## src/hdl/poa_pkg.sv

```systemverilog
// Package with register map, field layout and timing constants of the protection output block.
package poa_pkg;
  localparam int unsigned ClkHz          = 40000000;
  localparam int unsigned SecondS        = 1;
  localparam int unsigned CyclesPerSec   = ClkHz * SecondS;
  localparam logic [31:0] CfgIdx         = 32'h0000_0011;
  localparam logic [31:0] StatIdx        = 32'h0000_0026;
  localparam logic [31:0] PolIdx         = 32'h0000_0040;
  localparam logic [31:0] TimeIdx        = 32'h0000_0041;
  localparam logic [11:0] CfgAddr        = 12'h044;
  localparam logic [11:0] StatAddr       = 12'h098;
  localparam logic [11:0] PolAddr        = 12'h100;
  localparam logic [11:0] TimeAddr       = 12'h104;
  localparam int unsigned DelayLsb       = 12;
  localparam int unsigned DelayMsb       = 15;
  localparam int unsigned HealthyBit     = 11;
  localparam logic [15:0] AlarmMaskBits  = 16'h00fe;
  localparam logic [15:0] CfgReset       = 16'h0000;
  localparam logic        PolReset       = 1'b1;
  localparam logic [1:0]  RespOkay       = 2'b00;
  localparam logic [1:0]  RespSlvErr     = 2'b10;

  typedef struct packed {
    logic underexcitation;
    logic overspeed;
    logic underspeed;
    logic overExcitation;
    logic shortCircuit;
    logic undervoltage;
    logic overvoltage;
  } poa_alarm_t;

  typedef enum logic [1:0] {
    PoaIdle  = 2'b00,
    PoaCount = 2'b01,
    PoaTrip  = 2'b10
  } poa_state_t;

  function automatic logic [15:0] poa_align(input logic [31:0] idx);
    poa_align = {idx[13:0], 2'b00};
  endfunction
endpackage

```

## src/hdl/poa_protection_output.sv

```systemverilog
// Protection output with alarm mask, trip delay, polarity and healthy indicator.
// Function
// [RULE1] With polarity set and no enabled alarm, the output transistor conducts.
// [RULE2] With polarity set, an enabled alarm opens the output after the 0 to 15 s delay.
// [RULE3] With polarity cleared the output sense is reversed.
// [RULE4] Alarms whose mask bit is zero are ignored by the output but still clear the healthy indicator.
// [RULE5] The config word holds the mask in low bits and the delay in bits 15 to 12.
// [RULE6] Mask weights 2 to 128 select the seven alarms, weights 256 to 2048 are unused.
// [RULE7] The healthy indicator and status bit 11 stay high while no alarm has occurred.
// [RULE8] The first alarm clears the healthy indicator and stores the operation time.
// [RULE9] The delay restarts whenever no enabled alarm is asserted.
module poa_protection_output
  import poa_pkg::*;
#(
  parameter int unsigned SecCycles = CyclesPerSec
)
(
  input  wire logic              clk,
  input  wire logic              reset_n,
  input  wire poa_pkg::poa_alarm_t alarmIn,
  input  wire logic              s_axi_awvalid,
  output logic                   s_axi_awready,
  input  wire logic [11:0]       s_axi_awaddr,
  input  wire logic              s_axi_wvalid,
  output logic                   s_axi_wready,
  input  wire logic [31:0]       s_axi_wdata,
  input  wire logic [3:0]        s_axi_wstrb,
  output logic                   s_axi_bvalid,
  input  wire logic              s_axi_bready,
  output logic [1:0]             s_axi_bresp,
  input  wire logic              s_axi_arvalid,
  output logic                   s_axi_arready,
  input  wire logic [11:0]       s_axi_araddr,
  output logic                   s_axi_rvalid,
  input  wire logic              s_axi_rready,
  output logic [31:0]            s_axi_rdata,
  output logic [1:0]             s_axi_rresp,
  output logic                   protectionOutput,
  output logic                   healthyIndicator
);
  import poa_pkg::*;

  // Alarm flags come from another part of the regulator, so they are synchronised first.
  poa_alarm_t sync1_q, sync2_q;
  logic [15:0] cfg_q, cfg_d;
  logic        pol_q, pol_d;
  logic        healthy_q, healthy_d;
  logic [31:0] opTime_q, opTime_d, timeRec_q, timeRec_d, opTick_q, opTick_d;
  logic [31:0] tick_q, tick_d;
  logic [3:0]  secs_q, secs_d;
  poa_state_t  state_q, state_d;
  logic        out_q, out_d;
  logic        awHeld_q, awHeld_d, wHeld_q, wHeld_d, bvalid_q, bvalid_d;
  logic [11:0] awAddr_q, awAddr_d;
  logic [31:0] wData_q, wData_d;
  logic [3:0]  wStrb_q, wStrb_d;
  logic [1:0]  bresp_q, bresp_d, rresp_q, rresp_d;
  logic        rvalid_q, rvalid_d;
  logic [31:0] rdata_q, rdata_d;
  logic [15:0] alarmWord, enabled;
  logic        anyEnabled, anyAlarm;
  logic [3:0]  delaySecs;

  always_ff @(posedge clk or negedge reset_n)
  begin
    if (!reset_n)
    begin
      sync1_q <= '0;
      sync2_q <= '0;
    end
    else
    begin
      sync1_q <= alarmIn;
      sync2_q <= sync1_q;
    end
  end

  always_comb
  begin
    alarmWord  = {8'h00, sync2_q, 1'b0};                           // [RULE6]
    enabled    = alarmWord & cfg_q & AlarmMaskBits;                // [RULE4]
    anyEnabled = |enabled;
    anyAlarm   = |sync2_q;
    delaySecs  = cfg_q[DelayMsb:DelayLsb];                         // [RULE5]
  end

  // Delay state machine; the second timer is only run while an enabled alarm persists.
  always_comb
  begin
    state_d = state_q;
    tick_d  = tick_q;
    secs_d  = secs_q;
    if (!anyEnabled)
    begin
      state_d = PoaIdle;                                           // [RULE9]
      tick_d  = '0;
      secs_d  = '0;
    end
    else
    begin
      case (state_q)
        PoaIdle:
        begin
          tick_d  = '0;
          secs_d  = '0;
          state_d = (delaySecs == 4'h0) ? PoaTrip : PoaCount;      // [RULE2]
        end
        PoaCount:
        begin
          if (tick_q == SecCycles - 1)
          begin
            tick_d = '0;
            secs_d = secs_q + 4'h1;
            if (secs_q + 4'h1 == delaySecs)
            begin
              state_d = PoaTrip;                                   // [RULE2] [RULE3]
            end
          end
          else
          begin
            tick_d = tick_q + 32'h1;
          end
        end
        PoaTrip:
        begin
          state_d = PoaTrip;
        end
        default:
        begin
          state_d = PoaIdle;
        end
      endcase
    end
    // High means the transistor conducts.
    out_d = (state_d == PoaTrip) ? !pol_q : pol_q;                 // [RULE1] [RULE2] [RULE3]
  end

  always_comb
  begin
    // Seconds since reset run freely, so the record is the time in service before the alarm.
    opTick_d  = (opTick_q == SecCycles - 1) ? 32'h0 : opTick_q + 32'h1;
    opTime_d  = (opTick_q == SecCycles - 1) ? opTime_q + 32'h1 : opTime_q;
    timeRec_d = timeRec_q;
    healthy_d = healthy_q;
    if (healthy_q && anyAlarm)
    begin
      healthy_d = 1'b0;                                            // [RULE8]
      timeRec_d = opTime_q;                                        // [RULE8]
    end
  end

  // Write channel accepts address and data in either order; response follows both.
  always_comb
  begin
    awHeld_d = awHeld_q;
    wHeld_d  = wHeld_q;
    awAddr_d = awAddr_q;
    wData_d  = wData_q;
    wStrb_d  = wStrb_q;
    bvalid_d = bvalid_q;
    bresp_d  = bresp_q;
    cfg_d    = cfg_q;
    pol_d    = pol_q;
    if (s_axi_awvalid && s_axi_awready)
    begin
      awHeld_d = 1'b1;
      awAddr_d = s_axi_awaddr;
    end
    if (s_axi_wvalid && s_axi_wready)
    begin
      wHeld_d = 1'b1;
      wData_d = s_axi_wdata;
      wStrb_d = s_axi_wstrb;
    end
    if (awHeld_q && wHeld_q && !bvalid_q)
    begin
      awHeld_d = 1'b0;
      wHeld_d  = 1'b0;
      bvalid_d = 1'b1;
      bresp_d  = RespOkay;
      case (awAddr_q & 12'hffc)
        CfgAddr:
        begin
          if (wStrb_q[0]) cfg_d[7:0] = wData_q[7:0];               // [RULE5]
          if (wStrb_q[1]) cfg_d[15:8] = wData_q[15:8];
        end
        PolAddr:
        begin
          if (wStrb_q[0]) pol_d = wData_q[0];
        end
        StatAddr, TimeAddr:
        begin
          bresp_d = RespOkay;
        end
        default:
        begin
          bresp_d = RespSlvErr;
        end
      endcase
    end
    if (bvalid_q && s_axi_bready)
    begin
      bvalid_d = 1'b0;
    end
  end

  always_comb
  begin
    s_axi_awready = !awHeld_q && !bvalid_q;
    s_axi_wready  = !wHeld_q && !bvalid_q;
    s_axi_arready = !rvalid_q;
    s_axi_bvalid  = bvalid_q;
    s_axi_bresp   = bresp_q;
    s_axi_rvalid  = rvalid_q;
    s_axi_rdata   = rdata_q;
    s_axi_rresp   = rresp_q;
    protectionOutput = out_q;
    healthyIndicator = healthy_q;                                  // [RULE7]
  end

  always_comb
  begin
    rvalid_d = rvalid_q;
    rdata_d  = rdata_q;
    rresp_d  = rresp_q;
    if (s_axi_arvalid && !rvalid_q)
    begin
      rvalid_d = 1'b1;
      rresp_d  = RespOkay;
      case (s_axi_araddr & 12'hffc)
        CfgAddr:  rdata_d = {16'h0000, cfg_q};
        StatAddr: rdata_d = 32'(healthy_q) << HealthyBit;          // [RULE7] [RULE8]
        PolAddr:  rdata_d = {31'h0, pol_q};
        TimeAddr: rdata_d = timeRec_q;
        default:
        begin
          rdata_d = 32'h0000_0000;
          rresp_d = RespSlvErr;
        end
      endcase
    end
    else if (rvalid_q && s_axi_rready)
    begin
      rvalid_d = 1'b0;
    end
  end

  always_ff @(posedge clk or negedge reset_n)
  begin
    if (!reset_n)
    begin
      cfg_q     <= CfgReset;
      pol_q     <= PolReset;
      healthy_q <= 1'b1;
      opTime_q  <= '0;
      opTick_q  <= '0;
      timeRec_q <= '0;
      tick_q    <= '0;
      secs_q    <= '0;
      state_q   <= PoaIdle;
      out_q     <= PolReset;
      awHeld_q  <= 1'b0;
      wHeld_q   <= 1'b0;
      awAddr_q  <= '0;
      wData_q   <= '0;
      wStrb_q   <= '0;
      bvalid_q  <= 1'b0;
      bresp_q   <= RespOkay;
      rvalid_q  <= 1'b0;
      rdata_q   <= '0;
      rresp_q   <= RespOkay;
    end
    else
    begin
      cfg_q     <= cfg_d;
      pol_q     <= pol_d;
      healthy_q <= healthy_d;
      opTime_q  <= opTime_d;
      opTick_q  <= opTick_d;
      timeRec_q <= timeRec_d;
      tick_q    <= tick_d;
      secs_q    <= secs_d;
      state_q   <= state_d;
      out_q     <= out_d;
      awHeld_q  <= awHeld_d;
      wHeld_q   <= wHeld_d;
      awAddr_q  <= awAddr_d;
      wData_q   <= wData_d;
      wStrb_q   <= wStrb_d;
      bvalid_q  <= bvalid_d;
      bresp_q   <= bresp_d;
      rvalid_q  <= rvalid_d;
      rdata_q   <= rdata_d;
      rresp_q   <= rresp_d;
    end
  end
endmodule

```

## config.mk

```make
export PLATFORM = sky130hd
export DESIGN_NAME = poa_protection_output
export DESIGN_NICKNAME = d
export VERILOG_FILES = /design/src/hdl/poa_pkg.sv /design/src/hdl/poa_protection_output.sv
export SDC_FILE = /design/constraint.sdc
export NUM_CORES = 1
export LEC_CHECK = 0
export ABC_CLOCK_PERIOD_IN_PS = 3070
export BUFFER_PORTS_ARGS = -buffer_cell sky130_fd_sc_hd__buf_4
export CAP_MARGIN = 20
export CORE_UTILIZATION = 50
export CTS_BUF_LIST = sky130_fd_sc_hd__clkbuf_8
export CTS_CLUSTER_SIZE = 16
export DETAILED_ROUTE_END_ITERATION = 12
export GPL_ROUTABILITY_DRIVEN = 0
export PLACE_DENSITY = 0.77
export SETUP_SLACK_MARGIN = 0.15
export SLEW_MARGIN = 20
export SYNTH_ARGS = -nofsm -noshare
export SYNTH_HDL_FRONTEND = slang
export SYNTH_SLANG_ARGS = --single-unit
```

## constraint.sdc

```tcl
create_clock -name clk -period 3.07 [get_ports clk]
set_input_delay 0.614 -clock clk [delete_from_list [all_inputs] [get_ports clk]]
set_output_delay 0.614 -clock clk [all_outputs]
set_load 0.03 [all_outputs]
```

======== After elaboration in Yosys (flattened, before gate mapping) ========
Cells that the tools add are included.
word-level totals
  flip-flop bits (word level) ............. 237
  bits in latches ......................... 0
  memory bits (writable) .................. 0
  ROM bits ................................ 0
  bits of input ports ..................... 74
  output and inout bits ................... 43
  word-level logic and storage cells ...... 109
  memories kept ........................... 0
operators by class
  add/sub/neg operators ................... 4
  multipliers ............................. 0
  div/mod/pow operators ................... 0
  $lt $le $gt $ge ......................... 0
  eq/ne operators ......................... 16
  shifts and indexed selects .............. 0
  multiplexer cells ....................... 24
  bitwise logic cells ..................... 1
  reduce and logical (&&, ||, !) cells .... 29
operators by type and width
  cell                     number
  $pmux W32 S4             1
  $add A32 B1 Y32 const B  3
  $mux W32                 3
  $eq A32 B26 Y1 const B   2
  $pmux W32 S2             1
  $eq A10 B7 Y1 const B    4
  $eq A10 B5 Y1 const B    2
  $eq A10 B6 Y1 const B    2
  $reduce_or A7 Y1         2
  $mux W2                  6
  $logic_and A1 B1 Y1      10
  $mux W1                  9
  $reduce_and A3 Y1        3
  $and A8 B8 Y8            1
  $mux W4                  2
  $pmux W4 S2              1
  $reduce_bool A2 Y1       4
  $reduce_or A4 Y1         2
  $pmux W2 S3              1
  $logic_not A1 Y1         5
  $add A4 B1 Y4 const B    1
  $eq A2 B2 Y1 const B     2
  $eq A4 B4 Y1             1
  $logic_not A4 Y1         1
  other kinds (5)          5

======== Depth between registers and ports, before layout ========
Gate-level depths: netlist of run 1.
  depth in word-level cells ............... 8
  gate-level depth with buffers ........... 9
  mapped depth without buffers ............ 6

======== Worst setup path before layout of run 1 ========
OpenSTA, ideal clock, no wires.
  path type ............................... reg-to-reg
  start point ............................. register bvalid_q, in the netlist s_axi_bvalid
  end point ............................... register wData_q[10]
  library setup time ...................... 125 ps
  arrival time ............................ 2235 ps
  required time ........................... 2945 ps
  path slack .............................. 710 ps
  stages on the path, launching flop included .. 6
  buffers on the path ..................... 2
  clock period less this slack ............ 2360 ps
  cell sequence ........................... dfrtp_1 -> nor2_1 -> and2_1 -> clkbuf_1 -> clkbuf_1 -> mux2_2
between the ends
  cells in the longest elaborated chain, start to end .. 3
RTL lines
  item                    RTL line                      text
  start, declared         poa_protection_output.sv:53   logic awHeld_q, awHeld_d, wHeld_q, wHeld_d, bvalid_q, bvalid_d;
  start signal, assigned  poa_protection_output.sv:290  bvalid_q <= bvalid_d;
  $logic_not A1 Y1        poa_protection_output.sv:210  s_axi_wready = !wHeld_q && !bvalid_q;
  $logic_and A1 B1 Y1     poa_protection_output.sv:210
  net s_axi_wready        poa_protection_output.sv:25   output logic s_axi_wready,
  $logic_and A1 B1 Y1     poa_protection_output.sv:169  if (s_axi_wvalid && s_axi_wready)
  end signal, assigned    poa_protection_output.sv:288  wData_q <= wData_d;
  end, declared           poa_protection_output.sv:55   logic [31:0] wData_q, wData_d;
The timed path passes the listed nets, and every way through them passes these cells.
A chain may end at the register's enable or synchronous reset.

======== Final worst setup path of run 1 ========
  start point ............................. register opTick_q[18]
  end point ............................... register opTime_q[21]
between the ends
  cells in the longest elaborated chain, start to end .. 1
RTL lines
  item                    RTL line                      text
  start, declared         poa_protection_output.sv:48   logic [31:0] opTime_q, opTime_d, timeRec_q, timeRec_d, opTick_q, opTick_d;
  start signal, assigned  poa_protection_output.sv:279  opTick_q <= opTick_d;
  $eq A32 B26 Y1          poa_protection_output.sv:142  opTime_d = (opTick_q == SecCycles - 1) ? opTime_q + 32'h1 : opTime_q;
  end signal, assigned    poa_protection_output.sv:278  opTime_q <= opTime_d;
  end, declared           poa_protection_output.sv:48
Every way passes these cells.

==> results of run 1 <==
==> layout make-up <==
type,instances,share of cell area
Timing Repair Buffer,108,0.0694
Inverter,10,0.00309
Sequential cell,233,0.480
Clock buffer,49,0.0555
Clock inverter,24,0.0113
Multi-Input combinational cell,628,0.352
Tap cell,270,0.0278
==> Yosys cell counts (all sizes together) (4+ instances only) <==
master  count
a31oi      14
and3       22
dfrtp     230
nand2b      5
a41oi       8
nor4       15
and4       16
nor2       72
inv        10
nand4      34
nor4b      12
mux2       79
nand2      80
ha          4
nand3      76
xnor2      55
a21o        4
a21oi      15
nor3       17
or3         8
a221oi     14
clkbuf     26
xor2       24
o21ai      10
and2        8
buf        12
==> registers in the layout, summed over array words and instances, names as in the netlist, 2 cells and up <==
register,flops
alarmWord,7
awAddr_q,10
cfg_q,16
opTick_q,32
opTime_q,32
s_axi_rdata,32
secs_q,4
state_q,2
sync1_q,7
tick_q,32
timeRec_q,32
wData_q,16
wStrb_q,2
==> worst min-delay path by stage <==
stage / startpoint / to
floorplan: reset_n / alarmWord[1]$_DFF_PN0_
global placement: sync1_q[6]$_DFF_PN0_ / alarmWord[7]$_DFF_PN0_
detailed placement: sync1_q[2]$_DFF_PN0_ / alarmWord[3]$_DFF_PN0_
CTS: reset_n / opTime_q[16]$_DFFE_PN0N_
global route: reset_n / wData_q[6]$_DFFE_PN0P_
finish: reset_n / cfg_q[15]$_DFFE_PN0P_
==> cell families after synthesis <==
family,after synthesis,share of synthesized area
muxes,82,0.0891
adders and majority gates,4,0.00485
and+or+nand+nor,378,0.196
DFF,233,0.565
AOI/OAI and AO/OA,83,0.0567
buffers and inverters,48,0.0207
xor gates and xnor gates,79,0.0670
other,1,0.000363
==> metal layers <==
| layer | track usage | vias to the layer above | routed length [um] |
|---|---|---|---|
| met5 | 0 | - | 0 |
| met4 | 0.0632 | 0 | 360 |
| met3 | 0.0489 | 37 | 1270 |
| met2 | 0.343 | 192 | 10600 |
| met1 | 0.299 | 3691 | 9950 |
| li1 | - | 3522 | - |
==> per-stage QoR <==
stage	area (um^2)	setup WS [ns]	hold slack [ns]	power (mW)	cells
3_5_place_dp	11300	0.599	0.336	4.50	1249
5_1_grt	12100	0.378	0.127	7.56	1322
3_3_place_gp	11300	0.682	0.333	4.47	1249
2_1_floorplan	10300	0.710	0.318	4.11	909
6_report	12100	0.516	0.0645	7.22	1322
4_1_cts	12100	0.557	0.0907	7.31	1322
==> critical path, delay by kind of cell (launching register included) <==
| kind | cells | cell delay (ns) |
|---|---|---|
| and+or+nand+nor | 4 | 1.83 |
| DFF | 1 | 0.42 |
| xor gates and xnor gates | 1 | 0.18 |
==> power groups by stage <==
stage	Sequential, mW	Clock (mW)	Combinational, mW
global placement	3.60	0	0.867
global route	3.59	3.01	0.963
CTS	3.56	2.86	0.895
floorplan	3.63	0	0.483
finish	3.56	2.78	0.881
detailed placement	3.61	0	0.889
==> impl_results.md, run 1 <==
* Maximum clock path buffer count at 3
* CTS Buf Count at 40
* Pin count of the biggest net entering global routing at 88
* Critical path, cell by cell: nor4b_1, nand4_2, nor4_4, nand4_1, xnor2_1
* Reg2reg end: opTime_q[21]$_DFFE_PN0N_
* Root Buffer Master: clkbuf_8
* Die area at around 21000 um^2
* Crit path launch type: register
* Final Critical Period at ~2.6 ns
* CP Class: register to register
* Routed len/inst at roughly 17 um
* Post-DR vias/cell at between 5 and 6
* Initial Util at 0.510
* Detailed Route WL at between 20000 and 25000 um
* Layout cell share with drive strength beyond 1 at 0.245
* Routed vias at 7442
* NetSw at approximately 1.9 mW
* Top cell type by total area after synthesis: dfrtp_1
* Most frequent cells in the layout: dfrtp_1 (230), buf_4 (105), nand2_1 (79)
* CP max stage delay at 0.74 ns
* Site row count at 52
* # setup viols final at 0
* Worst Skew at around 0.015 ns
* Top cell type's share of synthesized area at 0.558
* Ys flop type: dfrtp_1
* Hold/Removal Path Class: input port to async pin
* Status: completed
* Worst Setup SP: opTick_q[18]$_DFF_PN0_
* Post-DP HPWL at ~15000 um
* Final Max Slew Viols at 0
* Total gr overflow at 0
* Sw frac at 0.264
* Yosys warns at 0
* Global-route wire length before repair at roughly 37000 um
* Post-synthesis instance area at 10300 um^2
* Clock power frac at 0.385
* Nets@finish at 1099
* Hold_buf cts at 0
* Fmax at around 400 MHz
* Period utilization at 0.832
* Top-Level Pins at approximately 120
* Total track usage at 0.216
* Reg2reg path depth at 5
* Flops & latches, synth at 233
* Setup TNS at 0 ns
* Core box area at about 20000 um^2
* Gate power share at 0.122
* Htree depth at 2
* Number of distinct library cells after synthesis at 58
* Sequential Power Share at 0.493
* Post-synth EDFFs at 0
* Die X at 146 um
* N_diodes at 0
* Die height at about 150 um
* Multi-input combinational cell area at roughly 4300 um^2
* Required @ worst endpoint at 3.48 ns
* Crit-path slowest cell: nor4_4
* PostCTS Resize Cnt at 0
* Core Util, Final at 0.600
* Post-Synthesis Cells at just over 900
* Setup Fix Bufs, Post-CTS at 0
* PwrDens at 594 nW/um^2
* Sinks on Clock Net at 233
* RSZ-0062 raised after global routing: no
* R2R Setup Slk at between 0.5 and 0.6 ns
* WP data arrival at between 2 and 3 ns
* Final Hold Violating Endpoints at 0
* Max_slew headroom at 0.345
* Max-Cap Viols at 0
* DR pass1 iterations at 5
* Critical R2R Launch: opTick_q[18]$_DFF_PN0_
* Vias in the first global route at ~7300
* CTS tree: built
* Worst Setup EP: opTime_q[21]$_DFFE_PN0N_
* Initial DRC count at 567
* Final ANT Viol Nets at 0
* Post-synthesis sequential area ratio at 0.565
* Area Overhead vs Synth at 17.7%
* Sequential cell area at 5830 um^2
* I/O Buffers at between 90 and 100
* Leak pwr at around 5.6 nW
* Clock Latency Late Sink at between 0.5 and 0.6 ns
* Asr flop ratio synth at 1.00
* Synth area leaders: dfrtp_1 (56%), mux2_2 (8.4%), xnor2_1 (4.7%)
* Setup crit end kind: register
* Internal Power at approximately 5.3 mW
* DRC errors left at 0
* Initial antenna violation count at 0
* Synth Area per Inst at between 10 and 15 um^2
* Critical path peak fanout at 10
* Worst VDD drop at roughly 0.27 mV
* # fillers at ~1600
* Actual slew at the worst max-slew pin at approximately 0.98 ns
* Most common cell after layout, fill and taps aside: dfrtp_1
* Clock slew at reported path FFs at 0.06 ns
Note: power is estimated with default switching activity, not from simulation.
==> run 2, diff against run 1 <==
--- a/config.mk
+++ b/config.mk
@@ -5,7 +5,7 @@
 export SDC_FILE = /design/constraint.sdc
 export NUM_CORES = 1
 export LEC_CHECK = 0
-export ABC_CLOCK_PERIOD_IN_PS = 3070
+export ABC_CLOCK_PERIOD_IN_PS = 2400
 export BUFFER_PORTS_ARGS = -buffer_cell sky130_fd_sc_hd__buf_4
 export CAP_MARGIN = 20
 export CORE_UTILIZATION = 50
==> constraint.sdc (replaced) <==
create_clock -name clk -period 2.4 [get_ports clk]
set_input_delay 0.48 -clock clk [delete_from_list [all_inputs] [get_ports clk]]
set_output_delay 0.48 -clock clk [all_outputs]
set_load 0.03 [all_outputs]
==> run 2 against run 1 <==
Against the previous run: cell count rose by 1.6%; fmax grew 16%; global-route usage increased by 0.69 points; final area increased by 2.5%; sequential share of layout area down 1.2 points; largest cell class unchanged; core utilization is 1.5 points higher; first-iteration DRC count decreased by 28%; worst hold slack worse by 0.016 ns.
==> impl_results.md, run 2 (synthesis gave the netlist of run 1 again) <==
* Site row count at 52
* Top-Level Pins at around 120
* PwrDens at ~750 nW/um^2
* Final Max Slew Viols at 0
* CP max stage delay at about 0.67 ns
* Htree depth at 2
* Clock slew at reported path FFs at approximately 0.070 ns
* Final Critical Period at approximately 2.2 ns
* Fmax at roughly 450 MHz
* Routed vias at about 7600
* Setup TNS at 0 ns
* CTS Buf Count at 40
* RSZ-0062 raised after global routing: no
* # setup viols final at 0
* Final Hold Violating Endpoints at 0
* DRC errors left at 0
* Actual slew at the worst max-slew pin at 0.810 ns
* Post-DP HPWL at roughly 16000 um
* Max-Cap Viols at 0
* Period utilization at 0.917
* Initial antenna violation count at 0
* Critical path, cell by cell: nor4b_4, nand3_1, or4_4, o41a_1, o22ai_2
* Total gr overflow at 0
* Post-DR vias/cell at 5.65
* WP data arrival at around 2.7 ns
* Sequential cell area at about 6000 um^2
* Detailed Route WL at 22700 um
* Vias in the first global route at a little under 8000
* Crit-path slowest cell: or4_4
* Maximum clock path buffer count at 3
* # fillers at about 1600
* Required @ worst endpoint at 2.86 ns
* Initial Util at 0.510
* CTS tree: built
* Multi-input combinational cell area at 4320 um^2
* Total track usage at 0.223
* Root Buffer Master: clkbuf_8
* Nets@finish at around 1100
* Hold/Removal Path Class: input port to register
* Core Util, Final at 0.615
* Core box area at a little over 20000 um^2
* Crit path launch type: register
* Status: completed
* Worst VDD drop at 0.658 mV
* Die area at approximately 21000 um^2
* Routed len/inst at between 15 and 20 um
* Die height at approximately 150 um
* Clock Latency Late Sink at about 0.54 ns
* I/O Buffers at between 90 and 100
* Pin count of the biggest net entering global routing at 72
* Setup crit end kind: register
* Worst setup margin at between 0.15 and 0.2 ns
* Most frequent cells in the layout: dfrtp_1 (230), buf_4 (125), nand2_1 (79)
* Initial DRC count at between 400 and 500
* Leak pwr at ~5.7 nW
* Hold slack final at between 0.04 and 0.05 ns
* Sinks on Clock Net at between 200 and 250
* Pre-CTS setup slack at ~0.19 ns
* DR pass1 iterations at 5
* Max_slew headroom at 0.457
* N_diodes at 0
* Global-route wire length before repair at approximately 38000 um
* Layout cell share with drive strength beyond 1 at 0.270
* Die X at 146 um
* Worst Skew at 0.0143 ns
* Final ANT Viol Nets at 0
* CP Class: register to register
* Critical path peak fanout at 14
* R2R Setup Slk at 0.20 ns
* Most common cell after layout, fill and taps aside: dfrtp_1
* Area Overhead vs Synth at 20.6%
-- run 2: cell types whose count changed in the layout (fill, tap and decap cells not counted), sizes merged --
cell         change
inv              -8
buf             +24
bufinv           +1
dlygate4sd3      +1
clkinvlp         +3
clkbuf           +2
clkinv           -2
-- run 2: what timing repair did --
item / in CTS / in global routing
hold endpoints to repair: 65 / 0
buffers inserted: 0 / 1
pin swaps: 0 / 2
hold buffers: 1 / 0
endpoints found under the setup margin: 1 / 76
gates resized for setup: 1 / 4
-- run 2: cell type report --
class,instances,share of cell area
sequential,233,0.469
multi-input combinational,628,0.347
timing repair buffer,133,0.0870
clock buffer,51,0.0564
tap,270,0.0271
clock inverter,18,0.0112
inverter,10,0.00302
-- run 2: per-layer routing --
layer / global-route usage / wire, um
met5: 0 / 0
met4: 0.0984 / 787
met3: 0.0389 / 1010
met2: 0.353 / 10900
met1: 0.304 / 10100
-- run 2: worst paths after layout --
check	startpoint	endpoint	depth (start not counted)
min in group asynchronous	reset_n	tick_q[30]$_DFFE_PN0P_	2
worst min register to register	sync1_q[5]$_DFF_PN0_	alarmWord[6]$_DFF_PN0_	0
worst max register to register	tick_q[10]$_DFFE_PN0P_	secs_q[3]$_DFFE_PN0P_	5
worst min-delay path	alarmIn[2]	sync1_q[2]$_DFF_PN0_	1
worst max-delay path	tick_q[10]$_DFFE_PN0P_	secs_q[3]$_DFFE_PN0P_	5
max in group asynchronous	reset_n	s_axi_rdata[30]$_DFFE_PN0P_	3
-- run 2: per-stage QoR --
stage | cells | instance area [um^2] | power (mW)
after floorplan | 909 | 10300 | 5.27
after global placement | 1272 | 11600 | 5.72
after detailed placement | 1272 | 11600 | 5.76
after CTS | 1342 | 12400 | 9.50
after global routing | 1343 | 12400 | 9.83
final | 1343 | 12400 | 9.39
-- run 2: worst max-delay path: cells and delay by family, from the launching register on --
| family | cells | cell delay (ns) |
|---|---|---|
| DFF | 1 | 0.46 |
| and+or+nand+nor | 3 | 1.12 |
| AOI/OAI and AO/OA | 2 | 0.54 |
-- run 2: report_power, final --
part	internal [mW]	switching, mW
clock	2.12	1.58
combinational	0.551	0.588
sequential	4.29	0.263
total	6.96	2.43
